### src/design/scd_defs.svh
/*
  Offsets, opcodes, field positions and reset values for the sanitize
  command decoder. Assumes it is included once per compilation unit by
  any file that needs these names; the guard makes repeats harmless.
*/
`ifndef SCD_DEFS_SVH
`define SCD_DEFS_SVH

// apb byte addresses, one aligned word each
`define SCD_A_CDB0 8'h00
`define SCD_A_CDB1 8'h04
`define SCD_A_CDB2 8'h08
`define SCD_A_CTRL 8'h0C
`define SCD_A_STAT 8'h10
`define SCD_A_REPLY 8'h14
`define SCD_A_DEFCFG 8'h18
`define SCD_A_DEFRET 8'h1C
`define SCD_A_PART 8'h20
`define SCD_A_END 8'h80

// command descriptor values
`define SCD_OP_RDBUF 8'h3C
`define SCD_OP_SAN 8'h4F
`define SCD_OP_SAN_OLD 8'hDF
`define SCD_MODE_VEND 5'h01
`define SCD_BOFS_PART 24'h000013
`define SCD_BOFS_CFG 24'h000023
`define SCD_CFG_LEN 24'h000005
`define SCD_ACT_SAN 5'h0A
`define SCD_ACT_KEEP 5'h0B

// reply layout
`define SCD_NPART 8
`define SCD_REC_WORDS 3
`define SCD_HDR_LEN 8'h04
`define SCD_REC_LAST 4'hB
`define SCD_PART_BYTES 8'h60
`define SCD_PART_FULL 8'h64
`define SCD_CFG_BYTES 8'h05
`define SCD_CFG_RET_IDX 8'h04

// stage plan fields and codes
`define SCD_PLAN_CNT 7:6
`define SCD_LOOP_BITS 6:0
`define SCD_SC_FIX 2'h0
`define SCD_SC_RND 2'h1
`define SCD_FACTORY_PLAN 8'h41
`define SCD_FACTORY_PRM 8'h00

// control and status bits
`define SCD_CTRL_GO 0
`define SCD_ST_BUSY 0
`define SCD_ST_ERR 1
`define SCD_ST_KEEP 2
`define SCD_ST_LEFT 15:8

`endif

### src/design/scd_pkg.sv
/*
  Types shared by the sanitize command decoder and its stage sequencer.
  Assumes nothing beyond a SystemVerilog compiler.
*/
package scd_pkg;

  // sequencer states, gray along idle-load-erase-fill-next-done
  typedef enum logic [2:0] {
    SQ_IDLE = 3'h0,
    SQ_LOAD = 3'h1,
    SQ_ERASE = 3'h3,
    SQ_FILL = 3'h2,
    SQ_NEXT = 3'h6,
    SQ_DONE = 3'h7
  } scd_seq_state_t;

  // media operation handed to the erase engine
  typedef enum logic [1:0] {
    OPK_ERASE = 2'h0,
    OPK_FILL_BYTE = 2'h1,
    OPK_FILL_RND = 2'h2
  } scd_op_t;

  // which reply stream is being read out
  typedef enum logic [1:0] {
    RP_NONE = 2'h0,
    RP_PART = 2'h1,
    RP_CFG = 2'h2
  } scd_reply_t;

endpackage

### src/design/scd_stage_seq.sv
/*
  Stage sequencer: walks up to three erase/fill stages of a stage plan
  and hands one media operation at a time to the erase engine.
  Assumes the engine pulses op_done_in once per accepted operation.
*/
`timescale 1ns/10ps
`include "scd_defs.svh"

module scd_stage_seq
  import scd_pkg::*;
(
  input wire logic clk_in,
  input wire logic rst_in,
  input wire logic start_in,
  input wire logic [7:0] plan_in,
  input wire logic [7:0] p1_in,
  input wire logic [7:0] p2_in,
  input wire logic [7:0] p3_in,
  input wire logic op_done_in,
  output logic busy_out,
  output logic done_out,
  output logic op_valid_out,
  output scd_op_t op_kind_out,
  output logic [7:0] op_byte_out
);

  scd_seq_state_t state; // sequencer state
  logic [1:0] stage; // stage being run
  logic [6:0] loops; // random fills still to do
  logic [7:0] plan; // latched stage plan
  logic [7:0] prm [3]; // latched stage arguments
  logic [1:0] code; // code of current stage
  logic [7:0] arg; // argument of current stage
  logic op_end; // engine finished an operation

  // stage k code sits at bits 2k+1:2k, argument k belongs to it
  always_comb
  begin
    code = plan[{stage, 1'b0} +: 2];
    arg = prm[stage];
    op_end = op_valid_out & op_done_in;
  end

  // latch the plan; a plan that still says default erases only
  always_ff @(posedge clk_in)
  begin
    if (rst_in)
    begin
      plan <= `SCD_FACTORY_PLAN;
      prm <= '{default: `SCD_FACTORY_PRM};
    end
    else if (start_in && state == SQ_IDLE)
    begin
      if (plan_in[`SCD_PLAN_CNT] == 2'h0)
      begin
        plan <= `SCD_FACTORY_PLAN;
        prm <= '{default: `SCD_FACTORY_PRM};
      end
      else
      begin
        plan <= plan_in;
        prm <= '{p1_in, p2_in, p3_in};
      end
    end
  end

  // stage walk, strictly in stage order
  always_ff @(posedge clk_in)
  begin
    if (rst_in)
    begin
      state <= SQ_IDLE;
      stage <= 2'h0;
      loops <= 7'h00;
    end
    else
    begin
      unique case (state)
        SQ_IDLE:
          if (start_in)
          begin
            state <= SQ_LOAD;
            stage <= 2'h0;
          end
        SQ_LOAD:
          // field 7:6 limits the plan to three stages
          if (stage == plan[`SCD_PLAN_CNT])
            state <= SQ_DONE;
          else if (code == `SCD_SC_FIX || code == `SCD_SC_RND)
          begin
            state <= SQ_ERASE;
            loops <= arg[`SCD_LOOP_BITS];
          end
          else
            state <= SQ_NEXT;
        SQ_ERASE:
          if (op_end)
            // random stage with zero loops: erase once, no fill
            state <= (code == `SCD_SC_RND && loops == 7'h00) ?
              SQ_NEXT : SQ_FILL;
        SQ_FILL:
          if (op_end)
          begin
            loops <= loops - 7'h01;
            state <= (code == `SCD_SC_RND && loops > 7'h01) ?
              SQ_ERASE : SQ_NEXT;
          end
        SQ_NEXT:
        begin
          stage <= stage + 2'h1;
          state <= SQ_LOAD;
        end
        SQ_DONE:
          state <= SQ_IDLE;
        default:
          state <= SQ_IDLE;
      endcase
    end
  end

  // one operation at a time; a gap cycle between operations
  always_ff @(posedge clk_in)
  begin
    if (rst_in)
    begin
      op_valid_out <= 1'b0;
      op_kind_out <= OPK_ERASE;
      op_byte_out <= 8'h00;
    end
    else if (op_end)
      op_valid_out <= 1'b0;
    else if (!op_valid_out && state == SQ_ERASE)
    begin
      op_valid_out <= 1'b1;
      op_kind_out <= OPK_ERASE;
    end
    else if (!op_valid_out && state == SQ_FILL)
    begin
      op_valid_out <= 1'b1;
      op_kind_out <= (code == `SCD_SC_FIX) ? OPK_FILL_BYTE
                                           : OPK_FILL_RND;
      op_byte_out <= arg;
    end
  end

  // busy from start to done, done one cycle
  always_ff @(posedge clk_in)
  begin
    if (rst_in)
    begin
      busy_out <= 1'b0;
      done_out <= 1'b0;
    end
    else
    begin
      done_out <= (state == SQ_DONE);
      if (start_in && state == SQ_IDLE)
        busy_out <= 1'b1;
      else if (state == SQ_DONE)
        busy_out <= 1'b0;
    end
  end

endmodule

### src/design/scd_top.sv
/*
  Sanitize command decoder: takes a command descriptor block over apb,
  answers the partition-settings and configuration reads byte by byte,
  and runs the sanitize stage plan through the erase engine port.
  Assumes an apb master on CLK_IN and an erase engine on the same clock
  that pulses OP_DONE_IN once per operation it finishes.
*/
// Register access over APB and the address map were left to the implementer.
`timescale 1ns/10ps
`include "scd_defs.svh"

// Operation
// - partition read returns twelve bytes per partition
// - four-byte length header precedes partition records
// - config read: offset 0x23, length five
// - config: plan, three arguments, retention flag
// - sanitize descriptor byte layout as documented
// - legacy sanitize opcode also accepted
// - 0x0A sanitizes, 0x0B also keeps defects
// - command arguments override stored defaults
// - plan bits 7:6 give default or stage count
// - code zero: erase, then fill given byte
// - code one: erase and random fill, looped
// - zero loops: erase once, no fill
// - codes two and three do nothing
// - argument n belongs to stage n field
// - mask selects partitions; zero means whole media
// - factory default: erase only, no fill
// - at most three stages per sanitize
// - record: number, flag, start, end sector
// - mask bit n is partition n
module scd_top
  import scd_pkg::*;
#(
  parameter int NPART = `SCD_NPART
)
(
  input wire logic CLK_IN,
  input wire logic RST_IN,
  input wire logic PSEL_IN,
  input wire logic PENABLE_IN,
  input wire logic PWRITE_IN,
  input wire logic [7:0] PADDR_IN,
  input wire logic [31:0] PWDATA_IN,
  output logic [31:0] PRDATA_OUT,
  output logic PREADY_OUT,
  output logic PSLVERR_OUT,
  input wire logic OP_DONE_IN,
  output logic OP_VALID_OUT,
  output scd_op_t OP_KIND_OUT,
  output logic [7:0] OP_FILL_OUT,
  output logic [NPART-1:0] OP_MASK_OUT,
  output logic OP_WHOLE_OUT,
  output logic RETAIN_DEFECTS_OUT,
  output logic BUSY_OUT,
  output logic DONE_OUT
);

  localparam int NWORDS = NPART * `SCD_REC_WORDS; // record words

  // bus side
  logic xfer; // access completes at this edge
  logic wr_x; // completing write
  logic rd_x; // completing read
  logic mapped; // address decodes to a register
  logic [31:0] rd_word; // read mux result
  logic [4:0] aidx; // record word picked by address

  // stored settings and descriptor
  logic [31:0] cdb0; // descriptor bytes 0-3, byte 0 high
  logic [31:0] cdb1; // descriptor bytes 4-7
  logic [31:0] cdb2; // descriptor bytes 8-9 in top half
  logic [31:0] def_cfg; // stored plan and arguments
  logic [7:0] def_ret; // stored retention flag byte
  logic [31:0] part_mem [NWORDS]; // partition records

  // descriptor fields
  logic [7:0] opc; // opcode
  logic [4:0] sel; // mode or action selector
  logic [23:0] bofs; // buffer offset
  logic [23:0] alloc; // allocation length
  logic [7:0] c_plan; // plan byte from command
  logic [7:0] c_p1; // stage one argument
  logic [7:0] c_p2; // stage two argument
  logic [7:0] c_p3; // stage three argument
  logic [7:0] c_mask; // partition mask
  logic go; // software asks to execute
  logic is_rd_part; // partition settings read
  logic is_rd_cfg; // configuration read
  logic is_san; // sanitize command

  // command state
  logic cmd_err; // last command refused
  logic seq_start; // launch pulse to sequencer
  logic [7:0] s_plan; // plan handed to sequencer
  logic [7:0] s_p1; // stage one argument
  logic [7:0] s_p2; // stage two argument
  logic [7:0] s_p3; // stage three argument

  // reply stream
  scd_reply_t rp_kind; // stream being read
  logic [7:0] rp_left; // bytes still to read
  logic [7:0] rp_idx; // bytes read so far
  logic [2:0] rec_part; // record being read
  logic [3:0] rec_byte; // byte inside record
  logic [4:0] pidx; // record word of next byte
  logic [31:0] rp_word; // word holding next byte
  logic [1:0] rp_lane; // lane of next byte, 0 is msb
  logic [7:0] rp_byte; // next reply byte

  // descriptor field extraction, big-endian byte order
  always_comb
  begin
    opc = cdb0[31:24];
    sel = cdb0[20:16]; // lun bits 7:5 ignored
    bofs = {cdb0[7:0], cdb1[31:16]};
    alloc = {cdb1[15:0], cdb2[31:24]};
    c_p3 = cdb0[15:8];
    c_p2 = cdb0[7:0];
    c_p1 = cdb1[31:24];
    c_plan = cdb1[23:16];
    c_mask = cdb2[31:24];
  end

  // command classification
  always_comb
  begin
    is_rd_part = opc == `SCD_OP_RDBUF && sel == `SCD_MODE_VEND &&
      bofs == `SCD_BOFS_PART;
    // other lengths are refused rather than truncated
    is_rd_cfg = opc == `SCD_OP_RDBUF && sel == `SCD_MODE_VEND &&
      bofs == `SCD_BOFS_CFG && alloc == `SCD_CFG_LEN;
    is_san = (opc == `SCD_OP_SAN || opc == `SCD_OP_SAN_OLD) &&
      (sel == `SCD_ACT_SAN || sel == `SCD_ACT_KEEP);
  end

  // apb decode; one wait state, answer on the second access cycle
  always_comb
  begin
    xfer = PSEL_IN & PENABLE_IN & PREADY_OUT;
    wr_x = xfer & PWRITE_IN;
    rd_x = xfer & ~PWRITE_IN;
    mapped = PADDR_IN < `SCD_A_END && PADDR_IN[1:0] == 2'h0;
    aidx = 5'(8'(PADDR_IN - `SCD_A_PART) >> 2);
    go = wr_x && PADDR_IN == `SCD_A_CTRL && PWDATA_IN[`SCD_CTRL_GO];
  end

  // read mux; reserved bits read zero
  always_comb
  begin
    rd_word = 32'h0;
    if (PADDR_IN >= `SCD_A_PART)
      rd_word = part_mem[aidx];
    else
    begin
      unique case (PADDR_IN)
        `SCD_A_CDB0: rd_word = cdb0;
        `SCD_A_CDB1: rd_word = cdb1;
        `SCD_A_CDB2: rd_word = cdb2;
        `SCD_A_STAT:
        begin
          rd_word[`SCD_ST_BUSY] = BUSY_OUT;
          rd_word[`SCD_ST_ERR] = cmd_err;
          rd_word[`SCD_ST_KEEP] = RETAIN_DEFECTS_OUT;
          rd_word[`SCD_ST_LEFT] = rp_left;
        end
        `SCD_A_REPLY: rd_word = {24'h0, rp_left != 8'h0 ? rp_byte : 8'h0};
        `SCD_A_DEFCFG: rd_word = def_cfg;
        `SCD_A_DEFRET: rd_word = {24'h0, def_ret};
        default: rd_word = 32'h0; // ctrl reads zero
      endcase
    end
  end

  // bus answer flops; data and error stand with pready
  always_ff @(posedge CLK_IN)
  begin
    if (RST_IN)
    begin
      PREADY_OUT <= 1'b0;
      PRDATA_OUT <= 32'h0;
      PSLVERR_OUT <= 1'b0;
    end
    else
    begin
      PREADY_OUT <= PSEL_IN & PENABLE_IN & ~PREADY_OUT;
      PSLVERR_OUT <= PSEL_IN & PENABLE_IN & ~PREADY_OUT & ~mapped;
      if (PSEL_IN && PENABLE_IN && !PREADY_OUT && !PWRITE_IN)
        PRDATA_OUT <= mapped ? rd_word : 32'h0;
    end
  end

  // descriptor and stored configuration registers
  always_ff @(posedge CLK_IN)
  begin
    if (RST_IN)
    begin
      cdb0 <= 32'h0;
      cdb1 <= 32'h0;
      cdb2 <= 32'h0;
      def_cfg <= {`SCD_FACTORY_PLAN, {3{`SCD_FACTORY_PRM}}};
      def_ret <= 8'h00;
    end
    else if (wr_x)
    begin
      unique case (PADDR_IN)
        `SCD_A_CDB0: cdb0 <= PWDATA_IN;
        `SCD_A_CDB1: cdb1 <= PWDATA_IN;
        `SCD_A_CDB2: cdb2 <= PWDATA_IN;
        `SCD_A_DEFCFG: def_cfg <= PWDATA_IN;
        `SCD_A_DEFRET: def_ret <= PWDATA_IN[7:0];
        default: ;
      endcase
    end
  end

  // partition record words; word 0 of each record holds its number
  genvar e;
  generate
    for (e = 0; e < NWORDS; e++)
    begin : g_rec
      localparam logic [31:0] RST_W = (e % `SCD_REC_WORDS == 0) ?
        {16'(e / `SCD_REC_WORDS), 16'h0} : 32'h0;
      always_ff @(posedge CLK_IN)
      begin
        if (RST_IN)
          part_mem[e] <= RST_W;
        else if (wr_x && PADDR_IN == 8'(`SCD_A_PART + 4 * e))
          part_mem[e] <= PWDATA_IN;
      end
    end
  endgenerate

  // command acceptance; refused while a sanitize is running
  always_ff @(posedge CLK_IN)
  begin
    if (RST_IN)
    begin
      cmd_err <= 1'b0;
      seq_start <= 1'b0;
      s_plan <= 8'h00;
      s_p1 <= 8'h00;
      s_p2 <= 8'h00;
      s_p3 <= 8'h00;
      OP_MASK_OUT <= '0;
      OP_WHOLE_OUT <= 1'b1;
      RETAIN_DEFECTS_OUT <= 1'b0;
    end
    else
    begin
      seq_start <= go & is_san & ~BUSY_OUT;
      if (go)
        cmd_err <= BUSY_OUT | ~(is_rd_part | is_rd_cfg | is_san);
      if (go && is_san && !BUSY_OUT)
      begin
        // a nonzero count in the command overrides stored defaults
        if (c_plan[`SCD_PLAN_CNT] != 2'h0)
        begin
          s_plan <= c_plan;
          {s_p1, s_p2, s_p3} <= {c_p1, c_p2, c_p3};
        end
        else
        begin
          s_plan <= def_cfg[31:24];
          {s_p1, s_p2, s_p3} <= def_cfg[23:0];
        end
        OP_MASK_OUT <= NPART'(c_mask);
        OP_WHOLE_OUT <= c_mask == 8'h00;
        RETAIN_DEFECTS_OUT <= sel == `SCD_ACT_KEEP;
      end
    end
  end

  // reply stream; each read of the reply register takes one byte
  always_ff @(posedge CLK_IN)
  begin
    if (RST_IN)
    begin
      rp_kind <= RP_NONE;
      rp_left <= 8'h00;
      rp_idx <= 8'h00;
      rec_part <= 3'h0;
      rec_byte <= 4'h0;
    end
    else if (go && !BUSY_OUT && (is_rd_part || is_rd_cfg))
    begin
      rp_kind <= is_rd_part ? RP_PART : RP_CFG;
      rp_idx <= 8'h00;
      rec_part <= 3'h0;
      rec_byte <= 4'h0;
      if (is_rd_cfg)
        rp_left <= `SCD_CFG_BYTES;
      // the host sizes the read; never past the last record
      else if (alloc > 24'(`SCD_PART_FULL))
        rp_left <= `SCD_PART_FULL;
      else
        rp_left <= alloc[7:0];
    end
    else if (rd_x && PADDR_IN == `SCD_A_REPLY && rp_left != 8'h0)
    begin
      rp_left <= rp_left - 8'h01;
      rp_idx <= rp_idx + 8'h01;
      if (rp_kind == RP_PART && rp_idx >= `SCD_HDR_LEN)
      begin
        if (rec_byte == `SCD_REC_LAST)
        begin
          rec_byte <= 4'h0;
          rec_part <= rec_part + 3'h1;
        end
        else
          rec_byte <= rec_byte + 4'h1;
      end
    end
  end

  // next reply byte: header, then records, or the config record
  always_comb
  begin
    pidx = {1'b0, rec_part, 1'b0} + {2'h0, rec_part} +
      {3'h0, rec_byte[3:2]};
    rp_word = 32'h0;
    rp_lane = rp_idx[1:0];
    unique case (rp_kind)
      RP_PART:
        if (rp_idx < `SCD_HDR_LEN)
          rp_word = {24'h0, `SCD_PART_BYTES};
        else
        begin
          rp_word = part_mem[pidx];
          rp_lane = rec_byte[1:0];
        end
      RP_CFG:
        if (rp_idx == `SCD_CFG_RET_IDX)
          rp_word = {def_ret, 24'h0};
        else
          rp_word = def_cfg;
      default: rp_word = 32'h0;
    endcase
    unique case (rp_lane)
      2'h0: rp_byte = rp_word[31:24];
      2'h1: rp_byte = rp_word[23:16];
      2'h2: rp_byte = rp_word[15:8];
      default: rp_byte = rp_word[7:0];
    endcase
  end

  // stage walker; its outputs are its own flops
  scd_stage_seq u_seq (
    .clk_in(CLK_IN),
    .rst_in(RST_IN),
    .start_in(seq_start),
    .plan_in(s_plan),
    .p1_in(s_p1),
    .p2_in(s_p2),
    .p3_in(s_p3),
    .op_done_in(OP_DONE_IN),
    .busy_out(BUSY_OUT),
    .done_out(DONE_OUT),
    .op_valid_out(OP_VALID_OUT),
    .op_kind_out(OP_KIND_OUT),
    .op_byte_out(OP_FILL_OUT)
  );

endmodule
### config.mk
export PLATFORM = sky130hd
export DESIGN_NAME = scd_top
export DESIGN_NICKNAME = d
export VERILOG_FILES = /design/src/design/scd_pkg.sv /design/src/design/scd_stage_seq.sv /design/src/design/scd_top.sv
export VERILOG_INCLUDE_DIRS = /design/src /design/src/design
export SDC_FILE = /design/constraint.sdc
export NUM_CORES = 2
export LEC_CHECK = 0
export BUFFER_PORTS_ARGS = -buffer_cell sky130_fd_sc_hd__buf_4
export CORE_AREA = 2 2 319 321
export DETAILED_ROUTE_END_ITERATION = 12
export DIE_AREA = 0 0 321 323
export HOLD_SLACK_MARGIN = 0.02
export PLACE_DENSITY = 0.77
export SYNTH_ARGS = -nofsm -noshare
export SYNTH_HDL_FRONTEND = slang
export SYNTH_SLANG_ARGS = --single-unit
### constraint.sdc
create_clock -name CLK_IN -period 5.6 [get_ports CLK_IN]
set_input_delay 0.56 -clock CLK_IN [delete_from_list [all_inputs] [get_ports CLK_IN]]
set_output_delay 0.56 -clock CLK_IN [all_outputs]
set_load 0.01 [all_outputs]
# ---- Word level (Yosys, flattened, before mapping)
# Memory sizes are Yosys's and may differ from the RTL's.
# Index checks and enable logic that the tools add are counted.
dict set report op_classes {
  n_addsub 9
  magnitude_cmp 7
  n_eq_ne 58
  shift 1
  mux 147
  n_bitwise 44
  reduce_logical 84
}
# cell count
set op_table {}
lappend op_table {{2-to-1 mux 32 bit} 28}
lappend op_table {{equality test 8 x 7 -> 1 bit (second input constant)} 17}
lappend op_table {{2-to-1 mux 8 bit} 12}
lappend op_table {{2-to-1 mux 1 bit} 78}
lappend op_table {{equality test 8 x 6 -> 1 bit (second input constant)} 9}
lappend op_table {{case mux 16 bit (4 select lines)} 1}
lappend op_table {{case mux 32 bit (2 select lines)} 1}
lappend op_table {{logical AND 1 bit} 47}
lappend op_table {{case mux 8 bit (5 select lines)} 1}
lappend op_table {{equality test 8 x 5 -> 1 bit (second input constant)} 4}
lappend op_table {{case mux 5 bit (6 select lines)} 1}
lappend op_table {{OR 1 bit} 27}
lappend op_table {{equality test 24 x 3 -> 1 bit (second input constant)} 1}
lappend op_table {{equality test 24 x 5 -> 1 bit (second input constant)} 1}
lappend op_table {{equality test 24 x 6 -> 1 bit (second input constant)} 1}
lappend op_table {{> comparator 24 x 7 -> 1 bit (second input constant)} 1}
lappend op_table {{2-to-1 mux 24 bit} 1}
lappend op_table {{case mux 8 bit (3 select lines)} 1}
lappend op_table {{2-to-1 mux 3 bit} 7}
lappend op_table {{2-to-1 mux 7 bit} 3}
lappend op_table {{case mux 3 bit (7 select lines)} 1}
lappend op_table {{binary-select mux 8 bit (select 2 bit)} 1}
lappend op_table {{equality test 8 x 3 -> 1 bit (second input constant)} 2}
lappend op_table {{equality test 8 x 4 -> 1 bit (second input constant)} 2}
lappend op_table {{48 further kinds} 102}
dict set report totals {
  reg_bits 296
  ramBits 768
  in_bits 46
  output_inout_bits 57
  memories 1
}
# name words word_bits read_ports rd_ports_with_merged_regs wr line
set memory_table {}
lappend memory_table {part_mem 24 32 2 0 24 scd_top.sv:75} ;# logic [31:0] part_mem [NWORDS];

# ---- Logic depth before layout (Yosys ltp)
# An unclocked memory read counts as a cell.
dict set report depth {
  ltp_word 10
  depth_mapped 15
  ltp_nobuf 12
}

# ---- Cells and area by module
# A second synthesis with hierarchy kept.
dict set report unflattened {
  hier_cells 4518
  hier_area_um2 55044.0
}
# module instances cells_each area_each_um2
set by_module_without_submodules {}
lappend by_module_without_submodules {scd_top 1 4184 52346.5}
lappend by_module_without_submodules {scd_stage_seq 1 334 2697.6}

# ---- Worst setup path before layout
# Ideal clock, no wire load.
dict set report synth_timing {
  kind {input to register}
  from {input port PADDR_IN[2]}
  to {memory part_mem[4][0] (enable)}
  setup_ps 466
  arrival_ps 4122
  slack_ps 1012
  stages 7
  path_cell_list {buf_4 -> buf_6 -> buf_2 -> buf_2 -> or3_1 -> buf_2 -> o21ai_0}
}
# item line
set synth_lines {}
lappend synth_lines {{start, declared} scd_top.sv:43} ;# input wire logic [7:0] PADDR_IN,
lappend synth_lines {{end, declared} scd_top.sv:75}

# ---- Worst setup path in the final report
dict set report layout_timing {
  from {register rec_part[0]}
  to {register PRDATA_OUT[3]}
}
dict set report layout_between {
  elab_chain_cells 10
}
# item line
set layout_lines {}
lappend layout_lines {{start, declared} scd_top.sv:104} ;# logic [2:0] rec_part;
lappend layout_lines {{start signal, assigned} scd_top.sv:308} ;# rec_part <= rec_part + 3'h1;
lappend layout_lines {{adder 4 x 3 -> 5 bit} scd_top.sv:319} ;# pidx = {1'b0, rec_part, 1'b0} + {2'h0, rec_part} +
lappend layout_lines {{adder 5 x 2 -> 5 bit} scd_top.sv:319}
lappend layout_lines {{memory (24 x 32 bit)} n/a}
lappend layout_lines {{2-to-1 mux 32 bit} scd_top.sv:325} ;# if (rp_idx < `SCD_HDR_LEN)
lappend layout_lines {{case mux 32 bit (2 select lines)} scd_top.sv:323} ;# unique case (rp_kind)
lappend layout_lines {{case mux 8 bit (3 select lines)} scd_top.sv:339} ;# unique case (rp_lane)
lappend layout_lines {{2-to-1 mux 8 bit} scd_top.sv:167} ;# `SCD_A_REPLY: rd_word = {24'h0, rp_left != 8'h0 ? rp_byte : 8'h0};
lappend layout_lines {{case mux 5 bit (6 select lines)} scd_top.sv:156} ;# unique case (PADDR_IN)
lappend layout_lines {{2-to-1 mux 32 bit} scd_top.sv:152} ;# if (PADDR_IN >= `SCD_A_PART)
lappend layout_lines {{2-to-1 mux 32 bit} scd_top.sv:189} ;# PRDATA_OUT <= mapped ? rd_word : 32'h0;
lappend layout_lines {{end signal, assigned} scd_top.sv:189}
lappend layout_lines {{end, declared} scd_top.sv:45} ;# output logic [31:0] PRDATA_OUT,
# No other way between the ends.
# A chain may end at the register's enable or synchronous reset.

==> metrics.md <==
| Metric | Value |
|---|---|
| Result of the run | finished, violations left |
| Failing checks | design-rule violations |
| Pwr per Cell Area | 288 nW/µm² |
| Synth warn | 0 |
| Clock skew | 0.0376 ns |
| Postcts setup bufs | 0 |
| First-pass GRT wire length | 264000 µm |
| Core footprint | 101000 µm² |
| Num Clock Sinks | 1064 |
| Power share of the combinational group | 6.3% |
| Post-CTS Hold Fix Bufs | 0 |
| Int Power | 13300 µW |
| Starting DRC count in detailed routing | 6859 |
| Total Neg Setup Slack | 0 ns |
| Hold Startpoint | PENABLE_IN |
| Synthesis-stage register bit count | 1064 |
| Clock root buffer | clkbuf_16 |
| CTS tree | built |
| P_sw | 4030 µW |
| Vias in the first global route | 38600 |
| Reg2reg path depth | 11 |
| FF-to-FF setup slack | 0.42 ns |
| Starting Density | 54.3% |
| Syn Inst Count | 4481 |
| Hold Path Class | in -> reg |
| CP max-delay cell | fa_4 |
| ANT nets after route | 0 |
| Hold Crit Endpoint | PREADY_OUT |
| Ys flop type | edfxtp_1 |
| Clk pwr share | 43.6% |
| Die ar. | 104000 µm² |
| Max-cap violations | 0 |
| Via count | 40400 |
| Vias per cell | 7.01 |
| Worst path top cell family by delay | compound AO/OA/AOI/OAI gates |
| WL/cell | 31.8 µm |
| Worst-Margin Slew | 1.41 ns |
| Die W | 321 µm |
| H-tree depth | 3 |
| Worst-path clk slew | 0.07 ns |
| RSZ-0062 raised after global routing | no |
| Syn nets | 4545 |
| Final worst-path cycle share | 92.6% |
| Hold Vio Cnt, Final | 0 |
| Setup crit end kind | flop |
| Slowest stage delay, CP | 1.21 ns |
| WHS Path Cells | 3 |
| Site Rows | 117 |
| Die Span Y | 323 µm |
| Post-CTS sizing | 0 |
| Unique masters post-synth | 85 |
| Fmax | 0.193 GHz |
| WL final | 183000 µm |
| VDD IR-drop max | 299 µV |
| DP Area | 56600 µm² |
| Largest net degree at the start of global routing | 99 |
| Remaining Overflow, GRT | 0 |
| Gpl congestion | 0.993 |
| DRC violations left | 2 |
| Total track usage | 35.1% |
| Slew margin rel. | 5.62% |
| Max clock buf depth | 3 |
| CP most frequent cell | inv_1 |
| Port-buffer cells | 102 |
| Layout area overhead | 10.2% |
| Lkg Pwr | 0.0206 µW |
| Synthesized area | 54700 µm² |
| Hold Slack | 0.157 ns |
| Skew-Pair Late Insertion Delay | 0.73 ns |
| CP Launch Type | flop |
| Worst path required time | 6.24 ns |
| Arrival @ worst endpoint | 5.82 ns |
| CP Max Fanout | 29 |
| Initial antenna violation count | 10 |
| DRT Pass-1 Iters | 12 |
| Reg2Reg Launch Point | rec_part[0] |
| Sequential Power Share | 50.2% |
| Buf+Inv Stages, Crit Path | 3 |
| Final Max Tran Viols | 0 |
| Asr flop ratio synth | 0% |
| Fin nets | 4421 |
| Fin area | 60300 µm² |
| HPWL after detailed placement | 117000 µm |
| Number of CTS-inserted buffers | 106 |
| CP Class | reg -> reg |
| Syn avg cell area | 12.2 µm² |
| Post-synth EDFFs | 768 |
| CP Cell Sequence | inv_1 > fa_1 > inv_1 > ha_4 > fa_4 > inv_2 > o21ai_2 > o22ai_1 > a2111oi_2 > o221ai_1 > a211oi_1 |
| # setup viols final | 0 |
| Ports | 103 |
| Share of cells above drive strength 1 | 19.4% |
| Tmin final | 5.18 ns |
| Sequential area share after synthesis | 53.0% |
| Sw Ratio | 23.2% |
| Reg2reg end | PRDATA_OUT[3] |
## cell usage in the layout (no fill, tap or decap), types with 28 or more instances in the layout
cell type	netlist	routed
buf_4	17	198
a311oi_1	32	32
a21oi_1	256	255
mux4_2	384	384
edfxtp_1	768	768
nand3_1	68	68
o21ai_0	156	133
inv_1	29	28
and2_1	768	768
a22oi_1	94	94
clkbuf_16	0	108
dfxtp_1	296	296
nor2_1	153	128
mux2i_1	131	131
nand2_1	527	526
## layer usage
metal	vias to the layer above	GRT usage [%]	share of wire, %
li1	16400	-	-
met1	19800	43.7	33
met2	3352	53.8	45
met3	791	10.6	14
met4	8	22.4	7.7
met5	-	0	0.031
## power by group through the flow
stage	Clock (µW)	Combinational (µW)	Sequential, µW
after floorplan	0	646	8830
after global placement	0	1040	8840
after detailed placement	0	1050	8860
after CTS	7550	1050	8690
after global routing	7850	1110	8710
final	7560	1090	8700
## tightest hold or removal path, delay by kind of cell
family / cells / cell delay, ns
and+or+nand+nor: 2 / 0.14
buffers and inverters: 1 / 0.14
## worst max path at each step
| stage | to | cells past startpoint | slack [ns] | startpoint |
|---|---|---|---|---|
| 6_report | PRDATA_OUT[3] | 11 | 0.42 | rec_part[0] |
| 5_1_grt | PRDATA_OUT[2] | 11 | 0.45 | rec_part[0] |
| 4_1_cts | PRDATA_OUT[7] | 12 | 0.82 | rec_part[0] |
| 3_5_place_dp | PRDATA_OUT[7] | 12 | 0.85 | rec_part[0] |
| 3_3_place_gp | PRDATA_OUT[7] | 12 | 0.96 | rec_part[0] |
| 2_1_floorplan | part_mem[4][0] | 7 | 1.01 | PADDR_IN[2] |
## synthesized netlist by cell type, drive strengths merged (7+ instances only)
cell type  instances  area [µm²]
dfxtp            296        5930
and2             771        4820
nand4b             9        78.8
xnor2              8        70.1
o22a               9        78.8
ha                16         200
edfxtp           768       23100
mux2               7        78.8
a32oi              9        78.8
a221oi            13         120
o22ai             18         113
a221o              8        80.1
buf              123         656
a222oi             8        80.1
a31oi             19         119
a22oi             94         706
clkbuf           318        1190
nor4              17         113
a211oi            22         165
mux4             384        8650
nand4             18         113
o21ai            159         796
nand2b            13        81.3
a21oi            256        1280
nor3b              9        67.6
nand3             69         350
or3               22         138
nand2            527        1980
mux2i            131        1310
a211o              8        70.1
inv               30         113
nor2             155         592
a22o               8        70.1
nor3              31         176
o221ai            14         123
a311oi            32         280
nor2b              8        50.1
## kinds of logic (layout without fill, tap and decap cells)
family	after synthesis	count (layout)	share of synthesized area (%)
AND/OR/NAND/NOR	1677	1677	16.1
flip-flops	1064	1064	53.0
AO/OA/AOI/OAI	716	716	8.27
multiplexers	522	522	18.4
buffers and inverters	471	439	3.59
adder cells (fa/ha/maj)	18	18	0.440
XOR/XNOR	13	13	0.208
other	0	3	0
## flip-flops by register name, summed over array words and instances (netlist names), 24 cells and up
register and flops:
cdb1 32, cdb2 32, u_seq.prm 24, part_mem 768
def_cfg 32, cdb0 32, PRDATA_OUT 32
## stage by stage
| step | cells | util (%) | setup slack, ns | power [µW] |
|---|---|---|---|---|
| 6_report | 5761 | 59.8 | 0.417 | 17300 |
| 5_1_grt | 5758 | 59.8 | 0.446 | 17700 |
| 4_1_cts | 5757 | 59.8 | 0.820 | 17300 |
| 3_5_place_dp | 5557 | 56.2 | 0.853 | 9910 |
| 3_3_place_gp | 5557 | 56.2 | 0.957 | 9880 |
| 2_1_floorplan | 4481 | - | 1.01 | 9480 |
## layout make-up
cell class / instances / area (µm²)
antenna: 3 / 7.51
clock buffer: 136 / 2920
clock inverter: 64 / 742
fill: 7719 / 40500
inverter: 30 / 113
multi-input combinational: 2946 / 24200
sequential: 1064 / 29000
tap: 1309 / 1640
timing repair buffer: 209 / 1700
(Power assumes the default switching activity.)
